==> config.mk <==
export PLATFORM = sky130hd
export DESIGN_NAME = reset_boot_sequencer
export DESIGN_NICKNAME = d
export VERILOG_FILES = /design/src/boot_pkg.sv /design/src/reset_boot_sequencer.sv
export SDC_FILE = /design/constraint.sdc
export NUM_CORES = 1
export LEC_CHECK = 0
export BUFFER_PORTS_ARGS = -buffer_cell sky130_fd_sc_hd__buf_4
export CAP_MARGIN = 20
export CORE_ASPECT_RATIO = 0.6
export CORE_MARGIN = 3
export CORE_UTILIZATION = 40
export DETAILED_ROUTE_END_ITERATION = 12
export SLEW_MARGIN = 15
export SYNTH_ARGS = -nofsm -noshare
export SYNTH_HDL_FRONTEND = slang
export SYNTH_SLANG_ARGS = --single-unit
==> constraint.sdc <==
create_clock -name sys_clk -period 3.36 [get_ports sys_clk]
set_input_delay 0.336 -clock sys_clk [delete_from_list [all_inputs] [get_ports sys_clk]]
set_output_delay 0.336 -clock sys_clk [all_outputs]
set_load 0.02 [all_outputs]
==> src/boot_pkg.sv <==
// Package for the reset and boot sequencer: constants, states and carriers
package boot_pkg;

	// ------------------------------------------------------------
	// Boot copy geometry
	// ------------------------------------------------------------
	localparam int unsigned BOOT_IMAGE_BYTES = 1024; // Image size copied at boot
	localparam int unsigned WORD_BYTES = 4; // Bytes per instruction word
	localparam int unsigned BOOT_IMAGE_WORDS = BOOT_IMAGE_BYTES / WORD_BYTES;
	localparam logic [31:0] BOOT_DEST_ADDR = 32'h0000_0000; // Copy target and first fetch
	localparam logic [31:0] BOOT_ROM_BASE = 32'h9000_0000; // Start of boot ROM region
	localparam int unsigned ADDR_W = 32; // Address width
	localparam int unsigned DATA_W = 32; // Word width

	// ------------------------------------------------------------
	// Boot mode and ROM width encodings
	// ------------------------------------------------------------
	localparam logic [1:0] MODE_EMULATION = 2'h0; // Debugger releases the core
	localparam logic [1:0] MODE_ROM8 = 2'h1; // Copy from 8-bit ROM
	localparam logic [1:0] MODE_ROM16 = 2'h2; // Copy from 16-bit ROM
	localparam logic [1:0] MODE_ROM32 = 2'h3; // Copy from 32-bit ROM

	// ------------------------------------------------------------
	// Sequencer states
	// ------------------------------------------------------------
	typedef enum logic [2:0] {
		st_reset,
		st_emu_wait,
		st_copy,
		st_drain,
		st_run
	} seq_state_type;

	// ------------------------------------------------------------
	// Carriers
	// ------------------------------------------------------------
	typedef struct packed {
		logic [ADDR_W-1:0] addr; // Destination byte address
		logic [DATA_W-1:0] data; // Assembled instruction word
	} mem_write_type;

	typedef struct packed {
		logic [ADDR_W-1:0] addr; // ROM byte address of this beat
		logic [1:0] width; // ROM width code of this beat
	} rom_read_type;

endpackage : boot_pkg

==> src/reset_boot_sequencer.sv <==
// Reset and boot sequencer: holds the core stalled and copies the boot image
`timescale 1ns/1ns
`default_nettype none
// ------------------------------------------------------------
// Notes on behaviour
// RL1: Reset low holds everything in initial state
// RL2: Reset release starts chosen boot mode
// RL3: Emulation boot stalls until debugger releases
// RL4: Debugger sets breakpoint at zero first
// RL5: ROM boot copies 1 KB to zero
// RL6: Copy is one single-frame block transfer
// RL7: Narrow ROM reads packed into 32-bit words
// RL8: Core stalled until copy completes
// RL9: ROM image stored in system byte order
// RL10: Board holds reset low through power-up
// RL11: Clock must run before reset release
// RL12: Boot mode sampled during reset, then held; code samples it at the first enabled clock edge after rst_n rises
// ------------------------------------------------------------
module reset_boot_sequencer
	import boot_pkg::*;
#(
	parameter int unsigned IMAGE_WORDS = BOOT_IMAGE_WORDS
)
(
	input wire logic sys_clk,
	input wire logic rst_n,
	input wire logic clk_en,
	input wire logic [1:0] boot_mode_select,
	input wire logic debug_release,
	output logic core_reset_n,
	output logic core_stall,
	output logic [ADDR_W-1:0] core_start_addr,
	output logic boot_busy,
	output var rom_read_type rom_req,
	output logic rom_req_valid,
	input wire logic rom_req_ready,
	input wire logic [DATA_W-1:0] rom_rdata,
	input wire logic rom_rdata_valid,
	output var mem_write_type mem_wr,
	output logic mem_wr_valid,
	input wire logic mem_wr_ready
);

	localparam int unsigned CNT_W = $clog2(IMAGE_WORDS + 1);
	// Refuse image sizes the counters cannot cover
	if (IMAGE_WORDS < 1 || IMAGE_WORDS > 65536)
	begin : g_check
		$error("IMAGE_WORDS out of range");
	end

	// ------------------------------------------------------------
	// Helpers
	// ------------------------------------------------------------
	// Beats of the ROM per 32-bit word for a width code
	function automatic logic [2:0] beats_per_word(input logic [1:0] mode);
		case (mode)
			MODE_ROM8: beats_per_word = 3'h4;
			MODE_ROM16: beats_per_word = 3'h2;
			default: beats_per_word = 3'h1;
		endcase
	endfunction : beats_per_word

	// Byte step of the ROM address per beat
	function automatic logic [ADDR_W-1:0] beat_bytes(input logic [1:0] mode);
		beat_bytes = {{(ADDR_W-3){1'b0}}, 3'h4 / beats_per_word(mode)};
	endfunction : beat_bytes

	// ------------------------------------------------------------
	// Sequencer state
	// ------------------------------------------------------------
	seq_state_type state; // Current phase
	seq_state_type next_state;
	logic [1:0] mode; // Latched boot mode
	logic [1:0] next_mode;
	logic [ADDR_W-1:0] rd_addr; // Next ROM beat address
	logic [ADDR_W-1:0] next_rd_addr;
	logic [CNT_W-1:0] words_issued; // Words whose reads are all issued
	logic [CNT_W-1:0] next_words_issued;
	logic [2:0] beats_issued; // Beats issued within current word
	logic [2:0] next_beats_issued;

	// Buffer hand-off, driven by the packer and the buffer below
	logic buf_in_valid; // Assembled word offered to buffer
	logic buf_in_ready; // Buffer has a free slot
	logic [CNT_W-1:0] words_written; // Words accepted by the memory
	logic [CNT_W-1:0] next_words_written;
	logic [CNT_W-1:0] words_buffered; // Words pushed so far
	logic [CNT_W-1:0] next_words_buffered;

	// Next-state logic of the sequencer
	always_comb
	begin
		next_state = state;
		next_mode = mode;
		next_rd_addr = rd_addr;
		next_words_issued = words_issued;
		next_beats_issued = beats_issued;
		rom_req_valid = 1'b0;
		case (state)
			st_reset:
			begin
				// Decide from the pin: mode flop still holds its reset value here [RL2] [RL12]
				next_state = (boot_mode_select == MODE_EMULATION) ? st_emu_wait : st_copy;
			end
			st_emu_wait:
			begin
				// No code needed; wait for the debugger [RL3]
				if (debug_release)
					next_state = st_run;
			end
			st_copy:
			begin
				// New word only once packer is empty and a slot free, so requests never drop [RL5] [RL7]
				rom_req_valid = (words_issued < CNT_W'(IMAGE_WORDS)) &&
					(beats_issued != 3'h0 || (words_issued == words_buffered && buf_in_ready));
				if (rom_req_valid && rom_req_ready)
				begin
					next_rd_addr = rd_addr + beat_bytes(mode);
					if (beats_issued + 3'h1 == beats_per_word(mode))
					begin
						next_beats_issued = 3'h0;
						next_words_issued = words_issued + CNT_W'(1);
					end
					else
						next_beats_issued = beats_issued + 3'h1;
				end
				// All reads of the single frame issued [RL6]
				if (words_issued == CNT_W'(IMAGE_WORDS))
					next_state = st_drain;
			end
			st_drain:
			begin
				// Release only after the last word is written [RL8]
				if (words_written == CNT_W'(IMAGE_WORDS))
					next_state = st_run;
			end
			st_run:
				next_state = st_run;
			default:
				next_state = st_reset;
		endcase
		// Mode takes the select pin only while state is st_reset, not while rst_n is low [RL12]
		if (state == st_reset)
			next_mode = boot_mode_select;
	end

	// Registers of the sequencer; reset forces initial state [RL1]
	always_ff @(posedge sys_clk or negedge rst_n)
	begin
		if (!rst_n)
		begin
			state <= st_reset;
			mode <= MODE_EMULATION;
			rd_addr <= BOOT_ROM_BASE;
			words_issued <= '0;
			beats_issued <= 3'h0;
		end
		else if (clk_en)
		begin
			state <= next_state;
			mode <= next_mode;
			rd_addr <= next_rd_addr;
			words_issued <= next_words_issued;
			beats_issued <= next_beats_issued;
		end
	end

	// ROM request carries address and width code
	assign rom_req = '{addr: rd_addr, width: mode};

	// ------------------------------------------------------------
	// Word packer: little-endian lanes, no byte swap
	// ------------------------------------------------------------
	logic [DATA_W-1:0] pack; // Partial word under assembly
	logic [DATA_W-1:0] next_pack;
	logic [2:0] pack_beats; // Beats gathered so far
	logic [2:0] next_pack_beats;
	logic pack_full; // Word complete, waiting for buffer
	logic next_pack_full;

	// Gather beats into lanes in arrival order [RL7]
	always_comb
	begin
		next_pack = pack;
		next_pack_beats = pack_beats;
		next_pack_full = pack_full;
		if (pack_full && buf_in_ready)
			next_pack_full = 1'b0;
		if (rom_rdata_valid && !pack_full)
		begin
			case (mode)
				MODE_ROM8: next_pack[pack_beats[1:0]*8 +: 8] = rom_rdata[7:0];
				MODE_ROM16: next_pack[pack_beats[0]*16 +: 16] = rom_rdata[15:0];
				default: next_pack = rom_rdata;
			endcase
			if (pack_beats + 3'h1 == beats_per_word(mode))
			begin
				next_pack_beats = 3'h0;
				next_pack_full = 1'b1;
			end
			else
				next_pack_beats = pack_beats + 3'h1;
		end
	end

	always_ff @(posedge sys_clk or negedge rst_n)
	begin
		if (!rst_n)
		begin
			pack <= '0;
			pack_beats <= 3'h0;
			pack_full <= 1'b0;
		end
		else if (clk_en)
		begin
			pack <= next_pack;
			pack_beats <= next_pack_beats;
			pack_full <= next_pack_full;
		end
	end
	assign buf_in_valid = pack_full;

	// ------------------------------------------------------------
	// Two-entry buffer toward the memory port
	// ------------------------------------------------------------
	mem_write_type slot [2]; // Buffered writes
	mem_write_type next_slot0;
	mem_write_type next_slot1;
	logic [1:0] fill; // Occupied entries
	logic [1:0] next_fill;
	logic push;
	logic pop;

	assign buf_in_ready = (fill != 2'h2);
	assign push = buf_in_valid && buf_in_ready;
	assign pop = (fill != 2'h0) && mem_wr_ready;

	// Shift-out FIFO: head always in slot 0
	always_comb
	begin
		next_slot0 = slot[0];
		next_slot1 = slot[1];
		next_fill = fill;
		next_words_buffered = words_buffered;
		next_words_written = words_written;
		if (pop)
		begin
			next_slot0 = slot[1];
			next_words_written = words_written + CNT_W'(1);
		end
		if (push)
		begin
			// Destination walks up from address zero [RL5]
			if (fill - {1'b0, pop} == 2'h0)
				next_slot0 = '{addr: BOOT_DEST_ADDR + ADDR_W'(words_buffered) * ADDR_W'(WORD_BYTES),
					data: pack};
			else
				next_slot1 = '{addr: BOOT_DEST_ADDR + ADDR_W'(words_buffered) * ADDR_W'(WORD_BYTES),
					data: pack};
			next_words_buffered = words_buffered + CNT_W'(1);
		end
		next_fill = fill + {1'b0, push} - {1'b0, pop};
	end

	always_ff @(posedge sys_clk or negedge rst_n)
	begin
		if (!rst_n)
		begin
			slot[0] <= '0;
			slot[1] <= '0;
			fill <= 2'h0;
			words_buffered <= '0;
			words_written <= '0;
		end
		else if (clk_en)
		begin
			slot[0] <= next_slot0;
			slot[1] <= next_slot1;
			fill <= next_fill;
			words_buffered <= next_words_buffered;
			words_written <= next_words_written;
		end
	end
	assign mem_wr = slot[0];
	assign mem_wr_valid = (fill != 2'h0);

	// ------------------------------------------------------------
	// Core control outputs
	// ------------------------------------------------------------
	// Core held in reset until sequencer leaves reset state [RL1]
	assign core_reset_n = (state != st_reset);
	// Stall until debugger release or end of copy [RL3] [RL8]
	assign core_stall = (state != st_run);
	assign boot_busy = (state == st_copy) || (state == st_drain);
	// First fetch always from address zero [RL3]
	assign core_start_addr = BOOT_DEST_ADDR;

endmodule : reset_boot_sequencer
`default_nettype wire

## Yosys cells after proc, flatten, opt, wreduce, memory -nomap -nowiden

Cells that the tools add are included.
Widths: inputs -> output; s select.

- Flip-flop bits (word level): 210
- Latch bits: 0
- Bits in writable memories: 0
- ROM bits: 0
- Input port bits: 41
- Output and inout bits: 135
- Word-level logic and storage cells: 93
- Memories: 0

- $add $sub $neg: 11
- Multipliers: 0
- Divide/modulo/power cells: 1
- Magnitude comparators: 1
- Equality and inequality tests: 16
- Shift operators: 4
- Multiplexer cells: 21
- Bitwise operators: 1
- Reduce and logical (&&, ||, !) cells: 23

Operator list:

| operator | number |
|---|---|
| $mux 64 | 3 |
| $neg 5->34 | 2 |
| $bwmux 32 | 2 |
| $pmux 32 s2 | 1 |
| $shift 16x34->32 const A | 1 |
| $shift 8x34->32 const A | 1 |
| $shiftx 16x34->32 | 1 |
| $shiftx 8x34->32 | 1 |
| $add 32x3->32 | 1 |
| $add 9x1->9 const B | 3 |
| $mux 3 | 8 |
| $eq 9x9->1 const B | 2 |
| $pmux 3 s5 | 1 |
| $eq 9x9->1 | 1 |
| $lt 9x9->1 const B | 1 |
| $ne 2x2->1 const B | 4 |
| $reduce_and 2->1 | 4 |
| $reduce_and 4->1 | 2 |
| $add 3x1->3 const B | 2 |
| $eq 3x2->1 const B | 2 |
| $eq 3x3->1 | 2 |
| $logic_and 1x1->1 | 6 |
| $pmux 3 s2 | 1 |
| $reduce_and 3->1 | 2 |
| other kinds (17) | 24 |

## Depth between registers and ports, before layout

- Depth after elaboration: 9
- Depth in mapped cells: 12

## Worst setup path after synthesis

Ideal clock, no wire load.

- Kind: register to register
- Start point: register mode[0]
- End point: register rd_addr[27]
- Setup time: 129 ps
- Arrival: 2526 ps
- Data required time: 3231 ps
- Slack: 705 ps
- Cell stages (with the launch flop): 9
- Path buffers: 0
- Clock period less this slack: 2655 ps
- Cells stage by stage: dfrtp_1 -> inv_1 -> ha_1 -> ha_1 -> a21oi_1 -> or4_4 -> nor3_4 -> nand4_1 -> xnor2_1

- Cells in the longest elaborated chain, start to end: 6
- Elaborated cells between the ends (all ways): 7
- Classes of those cells: add/sub: 1; div: 1; eq/ne: 2; mux: 3

Ends and longest elaborated chain:

| element | line | source |
|---|---|---|
| start, declared | reset_boot_sequencer.sv:73 | `logic [1:0] mode;` |
| start signal, assigned | reset_boot_sequencer.sv:161 | `mode <= next_mode;` |
| $eq 2x2->1 or $eq 2x1->1 (tied branches) | reset_boot_sequencer.sv:56 | `case (mode)` |
| $pmux 3 s2 * | reset_boot_sequencer.sv:56 |  |
| $mux 3 * | reset_boot_sequencer.sv:116 | `if (rom_req_valid && rom_req_ready)` |
| $mux 3 * | reset_boot_sequencer.sv:99 | `case (state)` |
| $div 3x3->3 * | reset_boot_sequencer.sv:65 | `beat_bytes = {{(ADDR_W-3){1'b0}}, 3'h4 / beats_per_word(mode)};` |
| $add 32x3->32 * | reset_boot_sequencer.sv:118 | `next_rd_addr = rd_addr + beat_bytes(mode);` |
| end signal, assigned | reset_boot_sequencer.sv:162 | `rd_addr <= next_rd_addr;` |
| end, declared | reset_boot_sequencer.sv:75 | `logic [ADDR_W-1:0] rd_addr;` |

Mark *: on every way between the ends. The rest lies on a longest branch, timed or not. The select of a mux whose other input is x is not followed.
A chain may end at the register's enable or synchronous reset.

## Worst setup path after layout

Same ends and word-level chain as after synthesis.

==> results.md <==
* Outcome: complete, no violations
* Worst setup SP type: flip-flop
* Vias at 7,791
* Worst setup skew after layout at 0.0118 ns
* Initial antenna violation count at 0
* Commonest non-fill, non-tap cells in the layout: dfrtp_1, buf_4, nand2_1
* Hold Fails Final Rpt at 0
* DIE AREA at 28,800 um2
* Synth top area cells: dfrtp_1, buf_4, o32ai_1
* CTS resizes at 0
* Clk pwr share at 28.5%
* Comb power frac at 30.7%
* Setup WS pre-CTS at 0.478 ns
* # IOs at 176
* CP delay by family, top: simple AND/OR/NAND/NOR gates
* CP Data Arrival Time at 3.29 ns
* P_sw at 3.29 mW
* Final nets at 1,179
* Global-route wire length before repair at 44.2 mm
* Vias per inst at 5.25
* Setup Fix Bufs, Post-CTS at 0
* TritonCTS Buffers at 22
* CTS Root Cell: clkbuf_16
* Crit path capture type: flip-flop
* Clk pin slew, worst setup/hold paths at 0.06 ns
* Switch share at 35.1%
* Layout cell share with drive strength beyond 1 at 21.9%
* Total internal power at 6.10 mW
* Core ar. at 25,800 um2
* Yosys reg bits at 210
* RSZ-0062 raised after global routing: false
* Cell area power density at 761 nW/um2
* CTS max path bufs at 3
* Footprint of the multi-input gates at 4460 um2
* H-Tree Depth at 1
* Crit path top cell by count: ha_1
* Largest area contributor in the netlist: dfrtp_1
* Cell area after synthesis at 10,700 um2
* Sequential power share at 40.8%
* # DRC at 0
* Final setup TNS at 0 ns
* CTS sink cnt at 210
* Initial Util at 41.5%
* Total of max-cap violations at 0
* Peak supply drop at 348 uV
* Setup ws final at 0.469 ns
* Fin crit share at 86.0%
* Hpwl dp at 19.8 mm
* Fill cell count at 2,486
* Top-area cell type share of the netlist area at 48.6%
* Syn Area/Cell at 10.2 um2
* Critical path's slowest cell: or4_4
* Yosys cell types at 62
* CTS tree: yes
* Crit Path Class: flip-flop to flip-flop
* Crit path max fanout at 12
* Yosys Warn Count at 0
* Total wire length at 27.7 mm
* Placed Area at 11,500 um2
* Slew HR at 35.6%
* Min Tclk post-route at 2.89 ns
* Clock Latency Late Sink at 0.52 ns
* Row count at 45
* Design area at 12,300 um2
* Slew Limit Fails at 0
* Cells after Synth at 1,052
* Register area share after synthesis at 49.1%
* Antenna viol nets, final at 0
* Commonest non-fill, non-tap cell in the layout: dfrtp_1
* Die height at 133 um
* GRT Util Overall at 19.1%
* Max Freq at 0.346 GHz
* Number of DRC markers in iteration 0 at 676
* Pleak at 5.92 nW
* Placed cell count at 1,442
* CP Cell Sequence: inv_1, ha_1, ha_1, a21o_1, a21oi_1, or4_4, nor3_4, nand4_1, xnor2_1
* Setup violators final at 0
* Reg area at 5260 um2
* Actual slew at the worst max-slew pin at 0.966 ns
* CP Buf/Inv Count at 1
* HP Class: input pin to flip-flop
* First-pass detailed-route iteration total at 6
* Final RePlAce weighted congestion at 0.872
* Area delta synth->final at 15.2%
* Largest net degree at the start of global routing at 105
* Port bufs at 143
* Most used flip-flop cell after synthesis: dfrtp_1
* Grt ovf at 0
* Post-synth EDFFs at 0
* Routed len/inst at 18.7 um
* Number of global-route vias before repair at 7,614
* Non-Filler Instances at 1,484
* Max incr delay on CP at 0.64 ns
* Post-synth ARST share at 100%
* Critical path data required time at 3.76 ns
* Chip width at 217 um
-- final timing paths --
path | startpoint | to | slack (ns) | cells past startpoint
max | mode[0]$_DFFE_PN0P_ | rd_addr[27]$_DFFE_PN0P_ | 0.47 | 9
min | rom_rdata[2] | pack[2]$_DFFE_PN0P_ | 0.10 | 3
max reg2reg | mode[0]$_DFFE_PN0P_ | rd_addr[27]$_DFFE_PN0P_ | 0.47 | 9
min reg2reg | words_written[8]$_DFFE_PN0P_ | words_written[8]$_DFFE_PN0P_ | 0.47 | 1
max in group asynchronous | rst_n | pack[21]$_DFFE_PN0P_ | 1.98 | 3
min in group asynchronous | rst_n | mem_wr[32]$_DFFE_PN0P_ | 0.51 | 2
-- synthesized netlist by cell type (16+ instances only) --
library cell and count:
o32ai_1 41, o31ai_1 16, nor2_1 79, nand3_1 16, clkbuf_1 47, nand4_1 19, nand2_1 90, and3_1 36
ha_1 22, inv_1 39, mux2_2 27, o21ai_0 70, a21oi_1 34, xor2_1 31, buf_4 96, dfrtp_1 208
xnor2_1 41
-- flip-flops by register name (all words and copies together) (netlist names) --
| name | count |
|---|---|
| fill | 2 |
| mem_wr | 64 |
| buf_in_valid | 1 |
| pack_beats | 3 |
| rd_addr | 32 |
| slot | 41 |
| state | 3 |
| words_issued | 9 |
| mode | 2 |
| beats_issued | 3 |
| words_buffered | 9 |
| pack | 32 |
| words_written | 9 |
-- what timing repair did --
item,CTS,global route
hold endpoints to repair,97,0
hold buffers,1,0
setup endpoints to repair,0,0
-- power by group through the flow --
stage | clock network (mW) | registers, mW | logic [mW]
6_report | 2.68 | 3.83 | 2.89
5_1_grt | 2.86 | 3.93 | 3.20
4_1_cts | 2.76 | 3.83 | 2.90
3_5_place_dp | 0 | 3.87 | 2.90
3_3_place_gp | 0 | 3.85 | 2.83
2_1_floorplan | 0 | 3.65 | 2.37
-- metal layers --
metal | GRT usage, % | vias to the layer above | wire length, um
li1 | - | 3716 | -
met3 | 4.68 | 30 | 1830
met5 | 0 | - | 0
met1 | 30.7 | 3843 | 14300
met4 | 4.02 | 0 | 473
met2 | 25.5 | 202 | 11100
-- through the flow --
step | hold WS [ns] | power [mW] | util (%)
global route | 0.0965 | 9.99 | 47.9
CTS | 0.0780 | 9.50 | 47.9
detailed placement | 0.457 | 6.77 | 44.8
floorplan | 0.0404 | 6.02 | -
finish | 0.105 | 9.40 | 47.9
global placement | 0.457 | 6.69 | 44.8
-- cells by family (layout without fill, tap and decap cells) --
family | Yosys count | after routing | synth area share, %
buf+inv | 195 | 243 | 10.4
mux | 35 | 35 | 3.59
fa+ha+maj | 23 | 23 | 2.76
flops | 210 | 210 | 49.1
compound gates | 220 | 220 | 13.6
simple gates | 296 | 296 | 14.7
xor+xnor | 72 | 72 | 5.89
other cells | 1 | 33 | 0.0350
-- worst min-delay path, cell delays in order --
cell and delay [ns]:
buf_4 0.12, a22oi_1 0.06, o21ai_0 0.06
-- layout make-up --
type	count	share of cell area, %
Timing Repair Buffer	163	10.1
Multi-Input combinational cell	678	36.1
Clock inverter	9	1.49
Inverter	40	1.22
Clock buffer	31	4.90
Sequential cell	210	42.6
Antenna cell	1	0.0203
Tap cell	352	3.57
No activity file was read; power rests on OpenSTA's default activity.
